### config.mk
export PLATFORM = sky130hd
export DESIGN_NAME = lsr_top
export DESIGN_NICKNAME = d
export VERILOG_FILES = /design/src/hw/lsr_pkg.sv /design/src/hw/lsr_prog_gate.sv /design/src/hw/lsr_sig_rom.sv /design/src/hw/lsr_top.sv
export SDC_FILE = /design/constraint.sdc
export NUM_CORES = 1
export LEC_CHECK = 0
export BUFFER_PORTS_ARGS = -buffer_cell sky130_fd_sc_hd__buf_2
export CAP_MARGIN = 20
export CELL_PAD_IN_SITES_DETAIL_PLACEMENT = 0
export CELL_PAD_IN_SITES_GLOBAL_PLACEMENT = 2
export CORE_MARGIN = 2
export CORE_UTILIZATION = 19
export DETAILED_ROUTE_END_ITERATION = 7
export PLACE_DENSITY = 0.84
export RECOVER_POWER = 100
export SETUP_SLACK_MARGIN = 0.02
export SKIP_CTS_REPAIR_TIMING = 1
export SYNTH_ARGS = -nofsm -noshare
export SYNTH_HDL_FRONTEND = slang
export SYNTH_SLANG_ARGS = --single-unit
export TNS_END_PERCENT = 20
### constraint.sdc
create_clock -name pclk -period 4.35 [get_ports pclk]
set_clock_uncertainty 0.15 [all_clocks]
set_input_delay 0 -clock pclk [delete_from_list [all_inputs] [get_ports pclk]]
set_output_delay 0 -clock pclk [all_outputs]
set_load 0.01 [all_outputs]
### src/hw/lsr_pkg.sv
package lsr_pkg;

  localparam int SIG_BYTES = 22;
  localparam int IDX_W     = 5;

  // Register indices; byte address is four times the index
  localparam logic [IDX_W-1:0] IDX_OSC_2M_TRIM  = 5'h00;
  localparam logic [IDX_W-1:0] IDX_OSC_32K_TRIM = 5'h02;
  localparam logic [IDX_W-1:0] IDX_OSC_32M_TRIM = 5'h03;
  localparam logic [IDX_W-1:0] IDX_LOT_BYTE_0   = 5'h08;
  localparam logic [IDX_W-1:0] IDX_LOT_BYTE_1   = 5'h09;
  localparam logic [IDX_W-1:0] IDX_LOT_BYTE_2   = 5'h0A;
  localparam logic [IDX_W-1:0] IDX_LOT_BYTE_3   = 5'h0B;
  localparam logic [IDX_W-1:0] IDX_LOT_BYTE_4   = 5'h0C;
  localparam logic [IDX_W-1:0] IDX_LOT_BYTE_5   = 5'h0D;
  localparam logic [IDX_W-1:0] IDX_WAFER_INDEX  = 5'h10;
  localparam logic [IDX_W-1:0] IDX_WAFER_X_LOW  = 5'h12;
  localparam logic [IDX_W-1:0] IDX_WAFER_X_HIGH = 5'h13;
  localparam logic [IDX_W-1:0] IDX_WAFER_Y_LOW  = 5'h14;
  localparam logic [IDX_W-1:0] IDX_WAFER_Y_HIGH = 5'h15;
  localparam logic [IDX_W-1:0] IDX_PROT_STATUS  = 5'h18;
  localparam logic [IDX_W-1:0] IDX_CTRL         = 5'h19;

  localparam int ADDR_LSB = 2;

  // Control register fields
  localparam int CTRL_RELOAD_BIT = 0;

  // Status register fields
  localparam int STAT_PROT_LSB   = 0;
  localparam int STAT_TEST_BIT   = 2;
  localparam int STAT_DEBUG_BIT  = 3;

  // Protection level encodings
  localparam logic [1:0] PROT_UNLOCKED           = 2'h3;
  localparam logic [1:0] PROT_WRITE_BLOCKED      = 2'h2;
  localparam logic [1:0] PROT_READ_WRITE_BLOCKED = 2'h0;
  localparam logic [1:0] PROT_RESET_VALUE        = PROT_UNLOCKED;

  typedef enum logic [2:0] {
    CMD_FLASH_WRITE = 3'h0,
    CMD_FLASH_READ  = 3'h1,
    CMD_FUSE_WRITE  = 3'h2,
    CMD_FUSE_READ   = 3'h3,
    CMD_PROT_WRITE  = 3'h4,
    CMD_PROT_READ   = 3'h5,
    CMD_CHIP_ERASE  = 3'h6
  } lsr_cmd_t;

  typedef struct packed {
    logic [2:0] cmd;
    logic [7:0] data;
  } lsr_prog_req_t;

  typedef struct packed {
    logic mem_wr;
    logic mem_rd;
    logic fuse_wr;
    logic fuse_rd;
    logic prot_wr;
    logic prot_rd;
    logic erase;
  } lsr_grant_t;

  typedef struct packed {
    logic [7:0] fll_2m_trim_reg_b;
    logic [7:0] low_freq_osc_trim_reg;
    logic [7:0] fll_32m_trim_reg_b;
  } lsr_trim_t;

endpackage

### src/hw/lsr_prog_gate.sv
`timescale 1ns/100ps
`default_nettype none
module lsr_prog_gate
  import lsr_pkg::*;
(
  input  wire logic [1:0] prot_level,
  input  wire logic [2:0] cmd,
  output lsr_grant_t      grant
);

  // Bit 1 low means full lock (00, and 01 taken as 00); otherwise bit 0 low means write lock
  function automatic lsr_grant_t decide(input logic [1:0] lvl, input logic [2:0] c);
    logic       rw_lock;
    logic       w_lock;
    lsr_grant_t g;
    rw_lock = ~lvl[1];
    w_lock  = ~lvl[0] | rw_lock;
    g       = '0;
    unique case (c)
      CMD_FLASH_WRITE: g.mem_wr  = ~w_lock;
      CMD_FLASH_READ:  g.mem_rd  = ~rw_lock;
      CMD_FUSE_WRITE:  g.fuse_wr = ~w_lock;
      CMD_FUSE_READ:   g.fuse_rd = ~rw_lock;
      CMD_PROT_WRITE:  g.prot_wr = ~rw_lock;
      CMD_PROT_READ:   g.prot_rd = ~rw_lock;
      CMD_CHIP_ERASE:  g.erase   = 1'b1;
      default:         g         = '0;
    endcase
    return g;
  endfunction

  assign grant = decide(prot_level, cmd);

endmodule
`default_nettype wire

### src/hw/lsr_sig_rom.sv
`timescale 1ns/100ps
`default_nettype none
module lsr_sig_rom
  import lsr_pkg::*;
#(
  parameter logic [8*SIG_BYTES-1:0] ROW = '0
)
(
  input  wire logic [IDX_W-1:0] idx,
  output logic      [7:0]       data,
  output logic                  hit
);

  // Factory row is fixed at build time, so no path can change it
  logic [7:0] row_mem [SIG_BYTES];

  genvar gi;
  generate
    for (gi = 0; gi < SIG_BYTES; gi++)
    begin : g_row
      assign row_mem[gi] = ROW[8*gi +: 8];
    end
  endgenerate

  always_comb
  begin
    unique case (idx)
      IDX_OSC_2M_TRIM, IDX_OSC_32K_TRIM, IDX_OSC_32M_TRIM,
      IDX_LOT_BYTE_0, IDX_LOT_BYTE_1, IDX_LOT_BYTE_2,
      IDX_LOT_BYTE_3, IDX_LOT_BYTE_4, IDX_LOT_BYTE_5,
      IDX_WAFER_INDEX,
      IDX_WAFER_X_LOW, IDX_WAFER_X_HIGH,
      IDX_WAFER_Y_LOW, IDX_WAFER_Y_HIGH:
      begin
        hit  = 1'b1;
        data = row_mem[idx];
      end
      default:
      begin
        hit  = 1'b0;
        data = 8'h00;
      end
    endcase
  end

endmodule
`default_nettype wire

### src/hw/lsr_top.sv
// Overview of operation
// The protection level field is written only by the programming interface; bus writes to it are ignored.
// The field returns to unlocked only through chip erase; ordinary writes can only clear bits. Here an nv_rst_n reset also loads unlocked.
// Any zero bit in the field shuts the test access path and the on-chip debug path.
// The field never gates memory accesses made by on-chip software.
// At level 11 the programming interface has no restriction.
// At level 10 flash and EEPROM programming over the programming interface is refused.
// At level 10 fuse writes over the programming interface are refused.
// At level 00 flash and EEPROM programming and read or verify over the programming interface are refused.
// At level 00 fuses and the protection field can be neither read nor written over the programming interface.
// The programmer sets fuses and boot section protection before the protection field.
// In reset the signature byte at 0x00 goes into trim register B of the 2MHz loop.
// In reset the signature byte at 0x02 goes into the low-frequency oscillator trim register.
// In reset the signature byte at 0x03 goes into trim register B of the 32MHz loop.
// Lot identifier bytes 0 to 5 sit read-only at offsets 0x08 to 0x0D.
// Wafer X and Y sit read-only as low and high bytes, X at 0x12 and 0x13, Y at 0x14 and 0x15.
// A read-only wafer number byte completes the serial identifier.
// Signature bytes ignore writes and always read their factory value.
//
// Chosen here: the APB register port.
`timescale 1ns/100ps
`default_nettype none
module lsr_top
  import lsr_pkg::*;
#(
  parameter int                     ADDR_W = 12,
  parameter logic [8*SIG_BYTES-1:0] ROW    = {SIG_BYTES{8'h5A}}
)
(
  input  wire logic              pclk,
  input  wire logic              presetn,
  input  wire logic              nv_rst_n,
  input  wire logic              ce,
  input  wire logic              psel,
  input  wire logic              penable,
  input  wire logic              pwrite,
  input  wire logic [ADDR_W-1:0] paddr,
  input  wire logic [31:0]       pwdata,
  output logic                   pready,
  output logic      [31:0]       prdata,
  output logic                   pslverr,
  input  wire logic              prog_valid,
  input  wire lsr_prog_req_t     prog_req,
  output logic                   prog_done,
  output logic                   prog_denied,
  output logic      [7:0]        prog_rdata,
  output lsr_grant_t             prog_grant,
  output logic                   test_access_en,
  output logic                   debug_access_en,
  output lsr_trim_t              trim,
  output logic                   trim_loaded
);

  ////////////////////////////////////////////////////////////////////////////
  // Signature row and programming gate

  logic [IDX_W-1:0] bus_idx;
  logic [7:0]       row_byte;
  logic             row_hit;
  logic [1:0]       prot_level_r;
  lsr_grant_t       gate_grant;

  assign bus_idx = paddr[ADDR_LSB +: IDX_W];

  lsr_sig_rom #(
    .ROW (ROW)
  ) u_rom (
    .idx  (bus_idx),
    .data (row_byte),
    .hit  (row_hit)
  );

  lsr_prog_gate u_gate (
    .prot_level (prot_level_r),
    .cmd        (prog_req.cmd),
    .grant      (gate_grant)
  );

  ////////////////////////////////////////////////////////////////////////////
  // Protection level field

  // Held on its own reset so a system reset does not unlock the part
  logic [1:0] prot_level_nxt;

  always_comb
  begin
    prot_level_nxt = prot_level_r;
    if (prog_valid && gate_grant.erase)
    begin
      prot_level_nxt = PROT_UNLOCKED;
    end
    else if (prog_valid && gate_grant.prot_wr)
    begin
      // Only clearing allowed, so a write can never raise the level
      prot_level_nxt = prot_level_r & prog_req.data[1:0];
    end
  end

  always_ff @(posedge pclk or negedge nv_rst_n)
  begin
    if (!nv_rst_n)
    begin
      prot_level_r <= PROT_RESET_VALUE;
    end
    else if (ce)
    begin
      prot_level_r <= prot_level_nxt;
    end
  end

  // Both bits must be set for external debug or test entry
  assign test_access_en  = &prot_level_r;
  assign debug_access_en = &prot_level_r;

  ////////////////////////////////////////////////////////////////////////////
  // Programming interface answer

  lsr_grant_t g_masked;

  assign g_masked = prog_valid ? gate_grant : '0;

  always_ff @(posedge pclk or negedge presetn)
  begin
    if (!presetn)
    begin
      prog_done   <= 1'b0;
      prog_denied <= 1'b0;
      prog_grant  <= '0;
    end
    else if (ce)
    begin
      prog_done   <= prog_valid;
      prog_denied <= prog_valid && (g_masked == '0);
      prog_grant  <= g_masked;
    end
  end

  always_ff @(posedge pclk or negedge presetn)
  begin
    if (!presetn)
    begin
      prog_rdata <= 8'h00;
    end
    else if (ce && prog_valid)
    begin
      // Refused reads show zero so nothing of the field leaks out
      prog_rdata <= g_masked.prot_rd ? {6'h00, prot_level_r} : 8'h00;
    end
  end

  ////////////////////////////////////////////////////////////////////////////
  // Oscillator trim loading

  logic reload_req;

  // Factory row is a constant, so the async reset itself loads the trims
  always_ff @(posedge pclk or negedge presetn)
  begin
    if (!presetn)
    begin
      trim.fll_2m_trim_reg_b     <= ROW[8*IDX_OSC_2M_TRIM +: 8];
      trim.low_freq_osc_trim_reg <= ROW[8*IDX_OSC_32K_TRIM +: 8];
      trim.fll_32m_trim_reg_b    <= ROW[8*IDX_OSC_32M_TRIM +: 8];
    end
    else if (ce && reload_req)
    begin
      trim.fll_2m_trim_reg_b     <= ROW[8*IDX_OSC_2M_TRIM +: 8];
      trim.low_freq_osc_trim_reg <= ROW[8*IDX_OSC_32K_TRIM +: 8];
      trim.fll_32m_trim_reg_b    <= ROW[8*IDX_OSC_32M_TRIM +: 8];
    end
  end

  always_ff @(posedge pclk or negedge presetn)
  begin
    if (!presetn)
    begin
      trim_loaded <= 1'b1;
    end
    else if (ce)
    begin
      trim_loaded <= reload_req;
    end
  end

  ////////////////////////////////////////////////////////////////////////////
  // APB slave

  logic setup_ph;
  logic addr_ok;
  logic is_ctrl;
  logic is_stat;
  logic [7:0] rd_byte;
  logic rd_ok;

  assign setup_ph = psel && !penable;
  assign addr_ok  = (paddr[ADDR_W-1:ADDR_LSB+IDX_W] == '0) && (paddr[ADDR_LSB-1:0] == '0);
  assign is_ctrl  = addr_ok && (bus_idx == IDX_CTRL);
  assign is_stat  = addr_ok && (bus_idx == IDX_PROT_STATUS);

  // One wait-free access phase; read data was caught in setup
  assign pready = 1'b1;

  always_comb
  begin
    rd_byte = 8'h00;
    rd_ok   = 1'b0;
    if (addr_ok && row_hit)
    begin
      rd_byte = row_byte;
      rd_ok   = 1'b1;
    end
    else if (is_stat)
    begin
      rd_byte[STAT_PROT_LSB +: 2] = prot_level_r;
      rd_byte[STAT_TEST_BIT]      = test_access_en;
      rd_byte[STAT_DEBUG_BIT]     = debug_access_en;
      rd_ok   = 1'b1;
    end
    else if (is_ctrl)
    begin
      rd_ok   = 1'b1;
    end
  end

  always_ff @(posedge pclk or negedge presetn)
  begin
    if (!presetn)
    begin
      prdata  <= 32'h0000_0000;
      pslverr <= 1'b0;
    end
    else if (ce && setup_ph)
    begin
      prdata  <= pwrite ? 32'h0000_0000 : {24'h00_0000, rd_byte};
      // Writes only land on the control word; all else is refused
      pslverr <= pwrite ? !is_ctrl : !rd_ok;
    end
  end

  // Reload strobe is registered at the access edge and loads the trims one edge later; bus never reaches the lock
  always_ff @(posedge pclk or negedge presetn)
  begin
    if (!presetn)
    begin
      reload_req <= 1'b0;
    end
    else if (ce)
    begin
      reload_req <= psel && penable && pwrite && is_ctrl && pwdata[CTRL_RELOAD_BIT];
    end
  end

  // On-chip software memory paths bypass this block entirely        R4

endmodule
`default_nettype wire

==> reports/results.ini, run 1 <==
[routing]
detail_route.first_pass.iterations=4
drcViolationCount=0
drt-initial-drc-count=40
wire_per_inst_um=9.73
vias_per_cell=3.52
routed-via-count=1056
antenna_left=0
wirelength_mm=2.92

[timing]
finalSetupViolCount=0
finalHoldViolCount=5
max-slew-margin-rel=0.313
tns_ns=0
finalMaxSlewViolations=0
rsz0062_at_grt=false
post-route-min-period_ns=1.92
holdWs_ns=-0.0265
max_freq_mhz=521
post-route-period-util=0.441
worst_pin_slew_ns=1.03

[floorplan]
die_y_um=89.7
core_um2=7180
io_pins=141
fp-row-count=31
die_w_um=89.7
dieArea_um2=8050
initial_utilization=0.195

[outcome]
violations=negative hold slack
status=finished, violations left

[critical_path]
critPathCaptureType=register
start_kind=primary input
crit_fanout=8
worstPathRequired_ns=4.39
rrSetupSlack_ns=2.65
path_class=primary input to register
arrival_ns=1.96

[cells_and_area]
nets=265
drive_gt1_frac=0.154
fin_util=0.221
antennaDiodeCount=0
syn2layout_area_growth_pct=13.8
final_cells=300

[power]
power.density_nw_per_um2=273
ir_drop_v=0.0000808
total_power_uw=434
p_leak_nw=0.823

[synthesis]
synth-seq-cells=21
ys.warnings.count=0
syn_avg_cell_area_um2=9.31
synth_top_area_cell=dfrtp_1
synth_flop_cell=dfrtp_1
synth_area_um2=1400
synthArstFlopShare=1.00
synth_edf_count=0
yosysSeqAreaShare=0.379
postSynthCellCount=150
synth.area.top_cells=dfrtp_1 (32%), buf_4 (32%), dfstp_2 (5.6%)
netlist-cell-type-count=34
yosysTopAreaCellShare=0.323

[place]
port_buffers=46
gp_congestion=0.787
dp.cells=289
place_hpwl_mm=2.37

[clock_network]
insertion_delay_ns=0.25
cts.clk_slew.worst_paths_ns=0.07
cts_sinks=21
numCtsBuffers=3
clockBufferDepth=2
cts_tree=built
cts_root_buffer=clkbuf_8
ctsHtreeMaxLevel=1

[grt]
grt_pass1_vias=887
grtUsageTotal=0.0665
grt_overflow=0
grt_pass1_wl_mm=4.49
grt_antenna_before_repair=0
grt_max_degree=20

[min_path]
holdCritPathClass=primary input to register

[flow_run]
cap_violations=0

## registers in the layout, summed over array words and instances (netlist names)
| signal | count |
|---|---|
| prdata | 5 |
| prog_denied | 1 |
| prog_done | 1 |
| prog_grant | 7 |
| prog_rdata | 2 |
| prot_level_r | 2 |
| pslverr | 1 |
| reload_req | 1 |
| trim_loaded | 1 |
## routing by layer
| layer | track usage | routed length (um) | vias up |
|---|---|---|---|
| met5 | 0 | 0 | - |
| met1 | 0.0853 | 1210 | 498 |
| met4 | 0.0154 | 11 | 0 |
| li1 | - | - | 499 |
| met3 | 0.0193 | 242 | 2 |
| met2 | 0.111 | 1460 | 57 |
## cell families (layout without fill, tap and decap cells)
family	Yosys count	count (layout)	synth area share
buffers and inverters	66	62	0.337
and+or+nand+nor	39	39	0.159
AOI/OAI and AO/OA	21	21	0.112
DFF	21	21	0.379
other	2	57	0.00538
muxes	1	1	0.00806
## critical path, stage by stage
cell and delay [ns]:
dlygate4sd3_1 0.52, clkbuf_1 0.36, nand2_1 0.25, nor4b_1 0.60, a22o_1 0.22
## final cells by class
cell class | instances | area (um^2)
multi-input combinational | 118 | 599
timing repair buffer | 53 | 273
sequential | 21 | 529
clock buffer | 4 | 45.0
fill | 821 | 5590
inverter | 5 | 18.8
tap | 99 | 124
## cells in the final DEF (no fill, tap or decap), types with 4 or more instances in the layout
cell type	count
o21ai_0	4
conb_1	57
inv_1	4
dfrtp_1	18
o2bb2ai_1	4
nand2_1	18
buf_2	24
dlygate4sd3_1	7
clkbuf_1	23
a22o_1	5
## per-stage QoR
step / area [um^2] / setup WS (ns) / hold WS (ns)
floorplan: 1600 / 2.91 / -0.446
CTS: 1550 / 2.71 / -0.472
global placement: 1510 / 2.77 / -0.196
global route: 1590 / 2.26 / 0.0122
detailed placement: 1510 / 2.75 / -0.194
finish: 1590 / 2.43 / -0.0265
## worst paths after layout
path | from | end | depth (start not counted)
hold / removal | prog_req[8] | prog_grant[4] | 3
setup / recovery | ce | prog_rdata[0] | 5
setup reg to reg | prot_level_r[1] | prog_rdata[0] | 3
hold reg to reg | reload_req | reload_req | 1
min in group asynchronous | nv_rst_n | prot_level_r[0] | 2
max in group asynchronous | presetn | prog_done | 2
## report_power, final
group | total [mW] | switching (mW) | leakage, nW | internal [mW]
Combinational | 0.0901 | 0.0608 | 0.525 | 0.0293
Clock | 0.122 | 0.0571 | 0.0228 | 0.0650
Sequential | 0.222 | 0.0125 | 0.276 | 0.209
## synthesized netlist by cell type, types with 2 or more instances
master / n
nor3_1: 3
a22o_1: 5
nor4b_1: 2
nor4_1: 3
conb_1: 2
buf_4: 59
o21ai_0: 3
dfstp_2: 3
a21o_1: 3
dfrtp_1: 18
nand2_1: 18
inv_1: 4
nor2_1: 2
a21oi_1: 2
o2bb2ai_1: 4
(Power assumes the default switching activity.)
==> run 2, diff against run 1 <==
--- a/config.mk
+++ b/config.mk
@@ -5,14 +5,15 @@
 export SDC_FILE = /design/constraint.sdc
 export NUM_CORES = 1
 export LEC_CHECK = 0
+export ABC_AREA = 1
 export BUFFER_PORTS_ARGS = -buffer_cell sky130_fd_sc_hd__buf_2
 export CAP_MARGIN = 20
 export CELL_PAD_IN_SITES_DETAIL_PLACEMENT = 0
 export CELL_PAD_IN_SITES_GLOBAL_PLACEMENT = 2
 export CORE_MARGIN = 2
-export CORE_UTILIZATION = 19
+export CORE_UTILIZATION = 15
 export DETAILED_ROUTE_END_ITERATION = 7
-export PLACE_DENSITY = 0.84
+export PLACE_DENSITY = 0.71
 export RECOVER_POWER = 100
 export SETUP_SLACK_MARGIN = 0.02
 export SKIP_CTS_REPAIR_TIMING = 1
==> constraint.sdc (replaced) <==
create_clock -name pclk -period 1.6 [get_ports pclk]
set_clock_uncertainty 0.15 [all_clocks]
set_input_delay 0 -clock pclk [delete_from_list [all_inputs] [get_ports pclk]]
set_output_delay 0 -clock pclk [all_outputs]
set_load 0.01 [all_outputs]
==> run 2 against run 1 <==
  * The run still ends with negative hold slack left
  * Via count grew 16%
  * Combinational power rose to 3.2 times the previous value
  * Non-clock buffer count grew 8
  * Hold slack gained 0.013 ns
  * Flip-flop and latch count unchanged
  * Synthesized area grew 7.1%
  * Design area is 13% higher
  * Die area increased by 34%
  * Clock power rose to 2.9 times the previous value
  * Synthesized cell count up 33%
  * Highest routed layer unchanged
  * Largest cell class unchanged
==> reports/results.ini, run 2 <==
[outcome]
violations=negative hold slack
status=finished, violations left

[place]
post-place-ws_ns=0.103  ; -2.65 ns
dp.cells=374  ; +29%
port_buffers=46  ; unchanged
place_hpwl_mm=2.71  ; +14%
gp_congestion=0.712  ; -9.5%

[timing]
finalSetupViolCount=0  ; unchanged
worst_slack_ns=0.142  ; -2.29 ns
post-route-min-period_ns=1.46
tns_ns=0  ; unchanged
max-slew-margin-rel=0.268  ; -0.0444
max_freq_mhz=686
holdWs_ns=-0.0130  ; +0.0134 ns
post-route-period-util=0.911
worst_pin_slew_ns=1.10  ; +0.0667 ns
finalHoldViolCount=3  ; -2
rsz0062_at_grt=false
finalMaxSlewViolations=0  ; unchanged

[critical_path]
cp_top_family=buffers and inverters
critPathMaxStageDelay_ns=0.56  ; -0.04 ns
path_common_cell=dlygate4sd3_1
cp_cell_sequence=dlygate4sd3_1 > buf_2 > nand4_1 > dlygate4sd3_1 > o31ai_1
critPathCaptureType=register
path_class=primary input to register
worstPathRequired_ns=1.62  ; -2.77 ns
path_buf_inv=3  ; +1
cp_slowest_cell=dlygate4sd3_1
crit_fanout=1  ; -7
arrival_ns=1.48  ; -0.48 ns
start_kind=primary input

[synthesis]
yosysMostFrequentCell=nand2_1
synth_edf_count=0  ; unchanged
yosysTopAreaCellShare=0.301  ; -0.0213
synth_compound_area_frac=0.0469  ; -0.0651
postSynthCellCount=199  ; +33%
synth_top_area_cell=dfrtp_1
synthArstFlopShare=1.00  ; unchanged
synthMuxAreaShare=0  ; -0.00806
synth-simple-area-share=0.252  ; +0.0933
syn_avg_cell_area_um2=7.51  ; -19%
synth.area.top_cells=dfrtp_1 (30%), buf_4 (30%), nand2_1 (15%)
yosys.area_share.adder=0  ; unchanged
synth_commonest_cells=nand2_1 (60), buf_4 (59), dfrtp_1 (18)
ys.warnings.count=0  ; unchanged
synth_area_um2=1500  ; +7.1%
synth_top_family_by_area=buffers and inverters
synth-xor-area-share=0  ; unchanged
yosysSeqAreaShare=0.354  ; -0.0251
synth-seq-cells=21  ; unchanged
netlist-cell-type-count=22  ; -35%
synth_flop_cell=dfrtp_1

[cells_and_area]
multi_input_area_um2=656  ; +9.4%
antennaDiodeCount=0  ; unchanged
fillers=1144  ; +39%
final_cells=391  ; +30%
drive_gt1_frac=0.159  ; +0.00469
largest_reg_flops=7  ; unchanged
layout_commonest_cell=nand2_1
reg_top3=prog_grant: 7 flops, prdata: 5 flops
seq_area_um2=529  ; unchanged
syn2layout_area_growth_pct=20.5
final_cell_mix=nand2_1 (60), conb_1 (57), clkbuf_1 (25)
largest-register=prog_grant
nets=322  ; +22%

[flow_run]
cap_violations=0  ; unchanged

[routing]
antenna_left=0  ; unchanged
drt-initial-drc-count=55  ; +38%
detail_route.first_pass.iterations=4  ; unchanged
wirelength_mm=3.33  ; +14%
routed-via-count=1226  ; +16%
vias_per_cell=3.14  ; -11%
drcViolationCount=0  ; unchanged
wire_per_inst_um=8.52  ; -12%

[grt]
grt_use_met3=0.0271  ; +0.00778
grt_overflow=0  ; unchanged
grt_pass1_vias=1061  ; +20%
met2_usage=0.103  ; -0.00820
grt_max_degree=20  ; unchanged
grt_antenna_before_repair=0  ; unchanged
use_met1=0.0688  ; -0.0164
busiest_layer=met2
grt_pass1_wl_mm=5.11  ; +14%
grtUsageTotal=0.0591  ; -0.00739

[floorplan]
die_y_um=104  ; +16%
fp-row-count=36  ; +16%
die_w_um=104  ; +16%
io_pins=141  ; unchanged
core_um2=9730  ; +36%
initial_utilization=0.154  ; -0.0409
dieArea_um2=10800  ; +34%

[power]
combPwrFrac=0.235  ; +0.027
p_leak_nw=0.940  ; +14%
pwr-share-seq=0.483  ; -0.028
internal_power_uw=838  ; +180%
power.density_nw_per_um2=685  ; +150%
p_switching_uw=396  ; +200%
ir_drop_v=0.000217  ; +170%
p_sw_frac=0.321  ; +0.0202
p_clk_frac=0.282  ; about the same

[clock_network]
cts_root_buffer=clkbuf_8
cts.clk_slew.worst_paths_ns=0.07  ; about the same
cts_sinks=21  ; unchanged
ctsHtreeMaxLevel=1  ; unchanged
numCtsBuffers=3  ; unchanged
clockBufferDepth=2  ; unchanged
insertion_delay_ns=0.25  ; about the same
cts_tree=built

[min_path]
holdCritPathClass=primary input to register

[run 2: path summary, 6_finish.rpt]
check / start / endpoint / slack, ns / cells after the start
min: penable / pslverr / -0.01 / 6
min reg2reg: trim_loaded / trim_loaded / 0.31 / 2
min in group asynchronous: nv_rst_n / prot_level_r[0] / 0.09 / 2
max reg2reg: prot_level_r[1] / prot_level_r[0] / 0.19 / 7
max: pwdata[0] / reload_req / 0.14 / 5
max in group asynchronous: presetn / prdata[0] / 0.33 / 2
[run 2: layout make-up]
class                           count  area share
Multi-Input combinational cell    156       0.364
Tap cell                          133      0.0924
Sequential cell                    21       0.294
Clock buffer                        4      0.0250
Inverter                           16      0.0333
Timing Repair Buffer               61       0.192
[run 2: power by group through the flow]
stage	combinational (mW)	clock [mW]	sequential, mW
3_3_place_gp	0.278	0	0.609
6_report	0.290	0.348	0.595
2_1_floorplan	0.272	0	0.611
3_5_place_dp	0.280	0	0.609
4_1_cts	0.280	0.363	0.599
5_1_grt	0.332	0.390	0.601
[run 2: layer usage]
metal / part of all wire / vias to the layer above
li1: - / 610
met1: 0.42 / 552
met2: 0.48 / 62
met3: 0.099 / 2
met4: 0.0021 / 0
met5: 0 / -
[run 2: cell families after synthesis]
kind of cell | Yosys count
other | 2
AOI/OAI and AO/OA | 13
and+or+nand+nor | 86
buffers and inverters | 77
DFF | 21
[run 2: worst register-to-register path, cell delays in order (launching register included)]
cell and delay, ns:
dfstp_1 0.56, inv_2 0.08, nor2_2 0.15, a21oi_1 0.12, inv_2 0.06, nand2_1 0.06
o21ai_1 0.13, nand2_1 0.06
[run 2: stage by stage]
step	power (mW)	instance area, um^2	util
after global placement	0.888	1660	0.171
final	1.23	1800	0.185
after floorplan	0.883	1700	-
after global routing	1.32	1800	0.185
after CTS	1.24	1710	0.175
after detailed placement	0.888	1660	0.171
==> run 3, diff against run 2 <==
--- a/config.mk
+++ b/config.mk
@@ -10,14 +10,14 @@
 export CAP_MARGIN = 20
 export CELL_PAD_IN_SITES_DETAIL_PLACEMENT = 0
 export CELL_PAD_IN_SITES_GLOBAL_PLACEMENT = 2
-export CORE_MARGIN = 2
-export CORE_UTILIZATION = 15
+export CORE_UTILIZATION = 17
 export DETAILED_ROUTE_END_ITERATION = 7
-export PLACE_DENSITY = 0.71
+export PLACE_DENSITY = 0.75
 export RECOVER_POWER = 100
 export SETUP_SLACK_MARGIN = 0.02
 export SKIP_CTS_REPAIR_TIMING = 1
 export SYNTH_ARGS = -nofsm -noshare
 export SYNTH_HDL_FRONTEND = slang
+export SYNTH_HIERARCHICAL = 1
 export SYNTH_SLANG_ARGS = --single-unit
 export TNS_END_PERCENT = 20
==> run 3 against run 2 <==
  * The run still ends with negative hold slack left
  * First-iteration DRC count shrank 25%
  * Hold slack lost 0.029 ns
  * Critical endpoint is now prot_level_r[1]
  * Sequential share of layout area grew 1.6 points
  * Critical path depth grew 1
  * Design area grew 8.3%
  * Sequential power grew 13%
  * Clock-buffer cell count is the same
  * Clock power grew 7.5%
  * Largest cell class unchanged
==> reports/results.ini, run 3 <==
[outcome]
status=finished, violations left
violations=negative hold slack

[critical_path]
cp-endpoint=prot_level_r[1]
worstPathRequired_ns=1.65  ; +0.03 ns
rrSetupSlack_ns=0.18  ; about the same
cp_cell_sequence=nand2_1 > nor2_1 > o21a_1 > nand2_1 > o21ai_0 > nand2_1
crit_path_start=prot_level_r[1]
arrival_ns=1.47  ; about the same
critPathCaptureType=register
reg2reg_to=prot_level_r[1]
start_kind=register
critPathMaxStageDelay_ns=0.56  ; about the same
path_common_cell=nand2_1
path_buf_inv=0  ; -3
reg2reg_depth=6  ; -1
cp.depth=6  ; +1
cp_slowest_cell=dfstp_2
path_class=register to register
crit_fanout=4  ; +3
r2r_start=prot_level_r[1]
cp_top_family=flip-flops

[cells_and_area]
layout_commonest_cell=conb_1
largest_reg_flops=8  ; +1
antennaDiodeCount=0  ; unchanged
largest-register=prdata
final_cell_mix=conb_1 (59), nand2_1 (56), clkbuf_1 (27)
nets=353  ; +9.6%
syn2layout_area_growth_pct=13.7
reg_top3=prdata: 8 flops, prog_grant: 7 flops
drive_gt1_frac=0.114  ; -0.0447

[synthesis]
synth-seq-cells=24  ; +14%
synth_area_um2=1720  ; +15%
synthArstFlopShare=1.00  ; unchanged
synth_top_area_cell=dfrtp_1
synth_edf_count=0  ; unchanged
synth_commonest_cells=buf_4 (65), nand2_1 (56), nor2_1 (22)
yosysMostFrequentCell=buf_4
yosysTopAreaCellShare=0.306  ; +0.00509
synth.area.top_cells=dfrtp_1 (31%), buf_4 (28%), nand2_1 (12%)
syn_avg_cell_area_um2=7.27  ; -3.3%
netlist-cell-type-count=20  ; -9.1%
yosysSeqAreaShare=0.352  ; -0.00168
synth_flop_cell=dfrtp_1
ys.warnings.count=6  ; +6
postSynthCellCount=236  ; +19%

[routing]
wl_met3_um=298  ; -9.7%
vias_per_cell=3.24  ; +3.3%
antenna_left=0  ; unchanged
drt-initial-drc-count=41  ; -25%
wire_per_inst_um=8.72  ; +2.4%
wirelength_mm=3.68  ; +11%
dr_wl_met2_mm=1.70  ; +6.3%
wl_met1_mm=1.67  ; +20%
routed-via-count=1367  ; +12%
top_layer=met4
drcViolationCount=0  ; unchanged
detail_route.first_pass.iterations=4  ; unchanged

[timing]
rsz0062_at_grt=false
worst_pin_slew_ns=0.578  ; -0.519 ns
post-route-period-util=0.889  ; -0.0227
tns_ns=0  ; unchanged
finalSetupViolCount=0  ; unchanged
max_freq_mhz=703  ; +2.6%
worst_slack_ns=0.178  ; +0.0364 ns
max-slew-margin-rel=0.614  ; +0.346
finalMaxSlewViolations=0  ; unchanged
finalHoldViolCount=4  ; +1
post-route-min-period_ns=1.42  ; -0.0364 ns
holdWs_ns=-0.0422  ; -0.0291 ns

[floorplan]
initial_utilization=0.175  ; +0.0218
die_w_um=102  ; -1.3%
die_y_um=102  ; -1.3%
io_pins=141  ; unchanged
core_um2=9770  ; +0.46%
fp-row-count=36  ; unchanged
dieArea_um2=10500  ; -2.7%

[power]
internal_power_uw=920  ; +9.8%
p_clk_frac=0.278  ; -0.004
p_switching_uw=425  ; +7.5%
ir_drop_v=0.000299  ; +38%
p_leak_nw=1.02  ; +8.1%
pwr-share-seq=0.501  ; +0.018
power.density_nw_per_um2=690  ; +0.72%
combPwrFrac=0.221  ; -0.014
p_sw_frac=0.316  ; -0.00447

[clock_network]
cts_sinks=24  ; +14%
clockBufferDepth=2  ; unchanged
numCtsBuffers=3  ; unchanged
cts.clk_slew.worst_paths_ns=0.08  ; about the same
insertion_delay_ns=0.27  ; +0.02 ns
ctsHtreeMaxLevel=1  ; unchanged
cts_tree=built
cts_root_buffer=clkbuf_8

[place]
gp_congestion=0.711  ; -0.13%
port_buffers=48  ; +4.3%
post-place-ws_ns=0.172  ; +0.0686 ns
place_hpwl_mm=2.92  ; +7.7%

[grt]
grt_pass1_wl_mm=5.81  ; +14%
grt_pass1_vias=1235  ; +16%
grt_overflow=0  ; unchanged
grt_max_degree=23  ; +15%
grt_antenna_before_repair=0  ; unchanged
grtUsageTotal=0.0715  ; +0.0124

[min_path]
holdCritPathClass=primary input to register

[flow_run]
cap_violations=0  ; unchanged

## run 3: cell types whose count changed after synthesis, sizes merged, moves of 2 or more
| cell | change |
|---|---|
| dfrtp | +3 |
| buf | +5 |
| nand3 | +5 |
| nand4 | -2 |
| nand2 | -4 |
| o21ai | +5 |
| inv | +9 |
| nor2 | +11 |
| o22ai | +2 |
| nand3b | +4 |
## run 3: power groups by stage
stage | clock, mW | combinational [mW] | sequential (mW)
3_5_place_dp | 0 | 0.299 | 0.689
3_3_place_gp | 0 | 0.298 | 0.688
2_1_floorplan | 0 | 0.287 | 0.696
5_1_grt | 0.413 | 0.350 | 0.679
4_1_cts | 0.392 | 0.301 | 0.677
6_report | 0.374 | 0.297 | 0.674
## run 3: metal layers
metal | track usage | vias up
met1 | 0.0863 | 601
met2 | 0.125 | 60
met3 | 0.0239 | 2
met4 | 0.00989 | 0
li1 | - | 704
met5 | 0 | -
## run 3: cells by family after synthesis
| kind of cell | after synthesis | share of synthesized area |
|---|---|---|
| and+or+nand+nor | 98 | 0.237 |
| AOI/OAI and AO/OA | 20 | 0.0627 |
| buffers and inverters | 91 | 0.341 |
| DFF | 24 | 0.352 |
| other | 3 | 0.00656 |
## run 3: worst min path at each step
stage,start,end,slack (ns),depth (start not counted)
after floorplan,presetn,prdata[0],-0.45,0
after global placement,nv_rst_n,prot_level_r[1],-0.18,1
after detailed placement,nv_rst_n,prot_level_r[1],-0.18,1
after CTS,nv_rst_n,prot_level_r[1],-0.47,1
after global routing,prog_req[9],prog_grant[3],0.003,5
final,prog_req[9],prog_grant[3],-0.04,5
## run 3: tightest hold or removal path, stage by stage
cell and delay, ns:
buf_2 0.11, nand2_1 0.05, nor2_1 0.04, inv_1 0.06, o22ai_1 0.07
## run 3: area by class of cell
type / instances / area, um^2
Clock buffer: 4 / 45.0
Fill cell: 1156 / 7820
Inverter: 25 / 93.8
Multi-Input combinational cell: 177 / 733
Sequential cell: 24 / 604
Tap cell: 133 / 166
Timing Repair Buffer: 59 / 308
## run 3: metrics by stage
step	utilization	total power [mW]	hold slack [ns]	cell area, um^2	instances
floorplan	-	0.983	-0.446	1930	292
global placement	0.191	0.986	-0.183	1870	411
detailed placement	0.191	0.988	-0.180	1870	411
CTS	0.196	1.37	-0.470	1920	415
global route	0.200	1.44	0.00338	1950	422
finish	0.200	1.35	-0.0422	1950	422
